### config.mk
export PLATFORM = sky130hd
export DESIGN_NAME = aec_top
export DESIGN_NICKNAME = d
export VERILOG_FILES = /design/src/rtl/aec_pkg.sv /design/src/rtl/aec_top.sv
export SDC_FILE = /design/constraint.sdc
export NUM_CORES = 1
export LEC_CHECK = 0
export ABC_AREA = 0
export BUFFER_PORTS_ARGS = -buffer_cell sky130_fd_sc_hd__buf_2
export CORE_UTILIZATION = 50
export CTS_CLUSTER_SIZE = 8
export DETAILED_ROUTE_END_ITERATION = 12
export PLACE_DENSITY = 0.87
export RECOVER_POWER = 50
export SLEW_MARGIN = 0
export SYNTH_ARGS = -nofsm -noshare
export SYNTH_HDL_FRONTEND = slang
export SYNTH_SLANG_ARGS = --single-unit
### constraint.sdc
create_clock -name sys_clk_i -period 2.1 [get_ports sys_clk_i]
set_clock_uncertainty 0.15 [all_clocks]
set_input_delay 0.315 -clock sys_clk_i [delete_from_list [all_inputs] [get_ports sys_clk_i]]
set_output_delay 0.315 -clock sys_clk_i [all_outputs]
set_load 0.1 [all_outputs]
### src/rtl/aec_pkg.sv
// package of constants and types for the asynchronous event counter
// Operation
// - channel select 0: one 16-bit counter, low byte on low pin, high on carry
// - channel select 1: two independent 8-bit counters on high and low pins
// - high overflow flag set on high byte wrap FF to 00; software cannot set
// - in 16-bit mode high overflow flag marks the FFFF to 0000 wrap
// - low overflow flag set on low byte wrap only while channel select is 1
// - a flag clears only on write of 0 after reading it as 1
// - writes of 1 to the two flag bits have no effect
// - high count enable gates the selected high source; 0 holds the value
// - low count enable gates the low pin; 0 holds the value
// - high release bit 0 holds high counter at zero; 1 lets it count
// - low release bit 0 holds low counter at zero; 1 lets it count
// - bit 5 of the control register is plain storage, reset 0
// - reset clears the control register: 16-bit mode, disabled, held
// - counting follows event edges regardless of the cpu clocks
// - 16-bit mode counts 65536 events before wrapping
// - an overflow raises an interrupt request without software help
// - overflow sets the request flag; interrupt goes out only when enabled
// - a wrapped byte restarts from zero and keeps counting
// - standby bit 0 halts the counters and freezes the control register
// - in low power modes counters count but overflow flags are not set; the request flag still is
package aec_pkg;
  // register indices; byte address is four times the index
  localparam logic [15:0] IDX_CTRL = 16'hFF95;
  localparam logic [15:0] IDX_CNT_H = 16'hFF96;
  localparam logic [15:0] IDX_CNT_L = 16'hFF97;
  localparam logic [15:0] IDX_IRQ_REQ = 16'hFF98;
  localparam logic [15:0] IDX_IRQ_EN = 16'hFF99;
  localparam logic [15:0] IDX_PWR = 16'hFF9A;
  localparam logic [15:0] IDX_CKSTP = 16'hFFFB;
  // control field positions, and the standby bit of the clock stop register
  localparam int B_HI_OVF = 7;
  localparam int B_LO_OVF = 6;
  localparam int B_SPLIT = 4;
  localparam int B_HI_EN = 3;
  localparam int B_LO_EN = 2;
  localparam int B_RELH = 1;
  localparam int B_RELL = 0;
  localparam int B_STBY = 3;
  // reset values, counter maximum, clock stop read-back nibble and control write mask
  localparam logic [7:0] CTRL_RST = 8'h00;
  localparam logic [7:0] CNT_RST = 8'h00;
  localparam logic [3:0] CKSTP_RST = 4'hF;
  localparam logic [3:0] CKSTP_HI = 4'hF;
  localparam logic [7:0] CNT_MAX = 8'hFF;
  localparam logic [7:0] CTRL_WMASK = 8'h3F;

  typedef struct packed {
    logic read;
    logic write;
    logic [17:0] address;
    logic [3:0] byteenable;
    logic [31:0] writedata;
  } aec_av_req_t;

  typedef struct packed {
    logic [1:0] sync1;
    logic [1:0] sync2;
    logic [1:0] prev;
    logic [7:0] ctrl;
    logic [7:0] cnt_h;
    logic [7:0] cnt_l;
    logic [3:0] ckstp;
    logic irq_req;
    logic irq_en;
    logic lowpwr;
    logic arm_h;
    logic arm_l;
    logic ack;
    logic [31:0] rdata;
    logic irq;
  } aec_state_t;
endpackage : aec_pkg

### src/rtl/aec_top.sv
// asynchronous event counter with avalon-mm register slave
//
// Design decision made here: the Avalon-MM slave port.
`timescale 1ns/10ps
module aec_top (
  // clock and reset
  input wire logic sys_clk_i,
  input wire logic rst_n_i,
  // event pins
  input wire logic event_pin_high_i,
  input wire logic event_pin_low_i,
  // avalon-mm slave
  input wire aec_pkg::aec_av_req_t av_req_i,
  output logic [31:0] av_readdata_o,
  output logic av_waitrequest_o,
  // interrupt to the processor
  output logic irq_o
);
  aec_pkg::aec_state_t s;
  aec_pkg::aec_state_t n;
  logic [1:0] edge_v;
  logic run;
  logic inc_l;
  logic inc_h;
  logic wrap_l;
  logic wrap_h;
  logic take;
  logic wr_ok;
  logic [15:0] idx;
  logic [31:0] rmux;

  always_comb begin
    n = s;
    edge_v = 2'h0;
    run = 1'b0;
    inc_l = 1'b0;
    inc_h = 1'b0;
    wrap_l = 1'b0;
    wrap_h = 1'b0;
    take = 1'b0;
    wr_ok = 1'b0;
    idx = av_req_i.address[17:2];
    rmux = 32'h0;
    // first stage feeds only the second stage
    n.sync1 = {event_pin_high_i, event_pin_low_i};
    n.sync2 = s.sync1;
    n.prev = s.sync2;
    edge_v = s.sync2 & ~s.prev;
    // counting: pins sampled here, cpu clock gating is not modelled
    run = s.ckstp[aec_pkg::B_STBY];
    inc_l = run && edge_v[0] && s.ctrl[aec_pkg::B_LO_EN] && s.ctrl[aec_pkg::B_RELL];
    wrap_l = inc_l && (s.cnt_l == aec_pkg::CNT_MAX);
    if (s.ctrl[aec_pkg::B_SPLIT]) begin
      inc_h = run && edge_v[1];
    end else begin
      inc_h = wrap_l;
    end
    inc_h = inc_h && s.ctrl[aec_pkg::B_HI_EN] && s.ctrl[aec_pkg::B_RELH];
    wrap_h = inc_h && (s.cnt_h == aec_pkg::CNT_MAX);
    if (run && !s.ctrl[aec_pkg::B_RELL]) begin
      n.cnt_l = aec_pkg::CNT_RST;
    end else if (inc_l) begin
      n.cnt_l = s.cnt_l + 8'h01;
    end
    if (run && !s.ctrl[aec_pkg::B_RELH]) begin
      n.cnt_h = aec_pkg::CNT_RST;
    end else if (inc_h) begin
      n.cnt_h = s.cnt_h + 8'h01;
    end
    // bus handshake: one wait cycle, then waitrequest low for one cycle
    take = (av_req_i.read || av_req_i.write) && s.ack;
    n.ack = (av_req_i.read || av_req_i.write) && !s.ack;
    if (idx == aec_pkg::IDX_CTRL) begin
      rmux = {24'h0, s.ctrl};
    end else if (idx == aec_pkg::IDX_CNT_H) begin
      rmux = {24'h0, s.cnt_h};
    end else if (idx == aec_pkg::IDX_CNT_L) begin
      rmux = {24'h0, s.cnt_l};
    end else if (idx == aec_pkg::IDX_IRQ_REQ) begin
      rmux = {31'h0, s.irq_req};
    end else if (idx == aec_pkg::IDX_IRQ_EN) begin
      rmux = {31'h0, s.irq_en};
    end else if (idx == aec_pkg::IDX_PWR) begin
      rmux = {31'h0, s.lowpwr};
    end else if (idx == aec_pkg::IDX_CKSTP) begin
      rmux = {24'h0, aec_pkg::CKSTP_HI, s.ckstp};
    end
    if (n.ack) begin
      n.rdata = av_req_i.read ? rmux : 32'h0;
    end
    wr_ok = take && av_req_i.write && av_req_i.byteenable[0];
    // a read that shows a flag at 1 arms its clear
    if (take && av_req_i.read && idx == aec_pkg::IDX_CTRL) begin
      n.arm_h = s.arm_h || s.ctrl[aec_pkg::B_HI_OVF];
      n.arm_l = s.arm_l || s.ctrl[aec_pkg::B_LO_OVF];
    end
    // control register is frozen in module standby
    if (wr_ok && idx == aec_pkg::IDX_CTRL && run) begin
      n.ctrl = (s.ctrl & ~aec_pkg::CTRL_WMASK)
             | (av_req_i.writedata[7:0] & aec_pkg::CTRL_WMASK);
      // only a 0 clears, and only when armed; a 1 is ignored
      if (!av_req_i.writedata[aec_pkg::B_HI_OVF] && s.arm_h) begin
        n.ctrl[aec_pkg::B_HI_OVF] = 1'b0;
      end
      if (!av_req_i.writedata[aec_pkg::B_LO_OVF] && s.arm_l) begin
        n.ctrl[aec_pkg::B_LO_OVF] = 1'b0;
      end
      n.arm_h = 1'b0;
      n.arm_l = 1'b0;
    end
    if (wr_ok && idx == aec_pkg::IDX_IRQ_REQ && !av_req_i.writedata[0]) begin
      n.irq_req = 1'b0;
    end
    if (wr_ok && idx == aec_pkg::IDX_IRQ_EN) begin
      n.irq_en = av_req_i.writedata[0];
    end
    if (wr_ok && idx == aec_pkg::IDX_PWR) begin
      n.lowpwr = av_req_i.writedata[0];
    end
    if (wr_ok && idx == aec_pkg::IDX_CKSTP) begin
      n.ckstp = av_req_i.writedata[3:0];
    end
    // hardware set wins over a clear in the same cycle
    if (wrap_h && !s.lowpwr) begin
      n.ctrl[aec_pkg::B_HI_OVF] = 1'b1;
    end
    if (wrap_l && s.ctrl[aec_pkg::B_SPLIT] && !s.lowpwr) begin
      n.ctrl[aec_pkg::B_LO_OVF] = 1'b1;
    end
    if (wrap_h || (wrap_l && s.ctrl[aec_pkg::B_SPLIT])) begin
      n.irq_req = 1'b1;
    end
    n.irq = n.irq_req && n.irq_en;
  end

  always_ff @(posedge sys_clk_i or negedge rst_n_i) begin
    if (!rst_n_i) begin
      s <= '0;
      s.ctrl <= aec_pkg::CTRL_RST;
      s.cnt_h <= aec_pkg::CNT_RST;
      s.cnt_l <= aec_pkg::CNT_RST;
      s.ckstp <= aec_pkg::CKSTP_RST;
    end else begin
      s <= n;
    end
  end

  assign av_readdata_o = s.rdata;
  assign av_waitrequest_o = !s.ack;
  assign irq_o = s.irq;
endmodule : aec_top

==> results.md <==
Timing:
- The final setup violation count is 0.
- The time the worst path needs with I/O delays and setup is ~2000 ps.
- In this run the tightest slew margin relative to its limit is a little over a third.
- At the pin with the least slew margin, the transition time is between 900 and 1000 ps.
- Setup repair after global routing left no endpoint under its margin.
- The total count of max-transition violations in the final report was 0.
- Of the available clock period, the critical path in the final layout requires 95.3%.
- Hold is met by 57.0 ps.
- The count of final hold-check violations is 0.
- Static timing analysis puts the maximum clock frequency at 500 MHz.

Place:
- The global placement routability congestion is a little under 0.9.
- After legalization and detailed placement, the total HPWL measured 4170 um.
- Buffers placed on the I/O ports in this run total 40.

Floorplan:
- 94 I/O pins were placed.
- Once the floorplan was initialized, standard cells occupied roughly half of the core.
- The area of the die is between 5000 and 6000 um^2.
- The number of rows created at floorplan is 26.
- The region available for standard cell placement spans between 5000 and 6000 um^2.
- The floorplan step set the die width to around 75 um.
- The die height is ~75 um.

Routing:
- For this block, the via count after detailed routing is 2085.
- The DRC marker count from the first detailed-route iteration is roughly 240.
- Once detail routing completed, the nets flagged for antenna violations numbered 0.
- The routed design has between 5000 and 6000 um of wire.
- Before antenna repair, the detailed router went through 9 iterations.
- The per-cell via count in the routed design is 5.56.
- The average wire per standard cell is roughly 15 um.
- The residual DRC count is 0.

CTS:
- TritonCTS built the clock tree.
- The clock transition at the register clock pins on the worst setup and hold paths after CTS is ~100 ps.
- In this run the number of H-tree levels came out at 2.
- The total clock sinks is 49.
- The cell at the root of the clock tree is sky130_fd_sc_hd__clkbuf_8.
- Counting along the longest clock path gives a buffer depth of 2.
- The count of buffers added by post-CTS timing repair for setup is 0.
- The number of CTS-inserted buffers is 5.
- At the later pin of the worst-skew pair, clock insertion delay measures 320 ps.

Worst setup path:
- STA classifies the critical path endpoint as a flip-flop.
- The nature of the critical path startpoint is a flip-flop.
- The critical path is of the reg2reg type.
- The critical path data arrival time is a little over 2000 ps.
- For the worst setup path, the data required time is approximately 2100 ps.
- Of all nets on the critical path, the largest fanout is 5.
- The worst register-to-register path has a setup slack of 100 ps.

Job:
- Max-cap violations in this run came to 0.

Synth:
- Averaged over all synthesized cells, the footprint is roughly 11 um^2.
- The async set-reset flop share out of synthesis is between 90% and 100%.
- After synthesis, flip-flops and latches occupy between 40% and 50% of the total area.
- By count the netlist is led by 45 x sky130_fd_sc_hd__dfrtp_1, 33 x sky130_fd_sc_hd__buf_4, 23 x sky130_fd_sc_hd__nor2_1, 11 x sky130_fd_sc_hd__nand2_1.
- The total of flip-flops plus latches after synthesis is 49.
- The most used flip-flop cell after synthesis is sky130_fd_sc_hd__dfrtp_1.
- In this run the cell area of the synthesized design comes to roughly 2600 um^2.
- By instance count, the leading cell after synthesis is sky130_fd_sc_hd__dfrtp_1.
- The synthesized instance count is 251.
- After synthesis, the cell types taking the most area are sky130_fd_sc_hd__dfrtp_1 43%, sky130_fd_sc_hd__buf_4 9.4%, sky130_fd_sc_hd__dfstp_2 4.0%, sky130_fd_sc_hd__nor2_1 3.3%, sky130_fd_sc_hd__xor2_1 3.0%.
- The share of the synthesized area in the top cell type is 42.5%.
- Yosys printed 0 warnings.
- In this run, synthesis inferred 0 flip-flops with an integrated enable.
- The synthesized design spends more area on one cell type than any other, namely sky130_fd_sc_hd__dfrtp_1.
- The count of cell types in the netlist is slightly below 50.

Pwr:
- The peak supply drop is between 0.3 and 0.4 mV.
- The leakage power summed over all cells is approximately 1.5 nW.
- Power spread over the standard cell area amounts to 617 nW/um^2.
- The overall power consumption is between 1.5 and 2 mW.

Finish:
- In the final layout, the multi-input gates occupy 1210 um^2.
- The fraction of layout instances using a drive strength above 1 is roughly 27%.
- The net count of the finished layout is between 300 and 400.
- The area growth from synthesis to layout is 14.1%.
- Registers take roughly 1200 um^2.
- The layout has roughly 440 filler cells.
- The number of diodes is 0.

Global routing:
- The total congestion overflow after global routing is 0.
- Global routing consumed, over all layers together, between 20% and 30% of the routing resources.
- The pin count of the biggest net entering global routing is 27.
- The first-pass GRT wire length is about 8600 um.
- The number of global-route vias before repair is 1766.
- The initial antenna violation count is 0.

Worst hold path:
- The worst min-delay path class is in2reg.

Status:
- The flow ran to the end, and the final reports show no timing, DRC or antenna violations.
-- cells in the final DEF, fill, tap and decap left out, drive strengths merged, types with 3 or more instances in the layout --
master / n
nand3b: 4
nor4: 5
xnor2: 4
a21o: 3
mux2: 11
o2111ai: 5
dlygate4sd3: 3
conb: 24
clkbuf: 6
nand4: 5
dfstp: 4
and3: 7
a222oi: 4
nand3: 4
nor2b: 3
dfrtp: 45
mux2i: 3
inv: 6
a22oi: 4
o21ai: 17
nor2: 23
buf: 57
nand4b: 5
a21oi: 10
xor2: 9
nand2: 11
-- path summary, 6_finish.rpt --
| check | from | end | depth (start not counted) |
|---|---|---|---|
| max reg2reg | s[43] | s[57] | 7 |
| max | s[43] | s[57] | 7 |
| max in group asynchronous | rst_n_i | av_readdata_o[7] | 3 |
| min | av_req_i[5] | s[64] | 2 |
| min in group asynchronous | rst_n_i | s[65] | 2 |
| min reg2reg | n[70] | n[68] | 0 |
-- registers in the layout, summed over array words and instances, names as in the netlist --
signal and cells:
run 1, av_readdata_o 8, s 35, n 4, irq_o 1
-- cell type report --
class | count | area share, %
Clock inverter | 3 | 0.952
Clock buffer | 5 | 2.28
Tap cell | 70 | 2.90
Inverter | 4 | 0.497
Multi-Input combinational cell | 183 | 40.2
Timing Repair Buffer | 61 | 12.4
Sequential cell | 49 | 40.8
-- through the flow --
step           setup slack [ps]  util (%)  area [um^2]  setup TNS, ps  instances
3_3_place_gp              -99.6      56.9         2910           -541        364
6_report                   99.2      59.2         3020              0        375
5_1_grt                    9.86      59.2         3020              0        375
4_1_cts                     101      59.4         3040              0        375
2_1_floorplan             -24.0         -         2740          -89.9        274
3_5_place_dp               -120      56.9         2910           -703        364
-- worst max-delay path, cell delays in order (launching register included) --
cell and delay [ps]:
sky130_fd_sc_hd__dfrtp_2 460, sky130_fd_sc_hd__ha_1 220, sky130_fd_sc_hd__nand4b_1 120, sky130_fd_sc_hd__and4bb_2 280, sky130_fd_sc_hd__buf_4 150, sky130_fd_sc_hd__o2111ai_1 230
sky130_fd_sc_hd__xor2_1 190, sky130_fd_sc_hd__nor2_1 50
-- cells by family (layout without fill, tap and decap cells) --
group / after synthesis / count (layout) / share of synthesized area [%]
DFF: 49 / 49 / 46.5
adders and majority gates: 2 / 2 / 0.945
xor gates and xnor gates: 13 / 13 / 4.30
and+or+nand+nor: 80 / 80 / 18.9
buffers and inverters: 42 / 73 / 11.0
AOI/OAI and AO/OA: 50 / 50 / 12.4
muxes: 14 / 14 / 5.81
other: 1 / 24 / 0.142
-- where the power goes --
group	switching, mW	total [mW]	internal, mW
registers	0.00466	0.956	0.951
logic	0.264	0.308	0.0448
clock network	0.350	0.600	0.249
total	0.618	1.86	1.25
-- timing repair --
action                     4_1_cts  5_1_grt
hold buffers                     3        0
hold endpoints to repair        22        0
setup endpoints to repair        0        2
resized for setup                0        1
-- routing by layer --
layer	global-route usage, %	part of all wire, %	up-vias
li1	-	-	966
met1	30.5	45	1011
met2	31.1	46	102
met3	5.62	6.9	6
met4	6.92	1.2	0
met5	0	0	-
(Power assumes the default switching activity.)
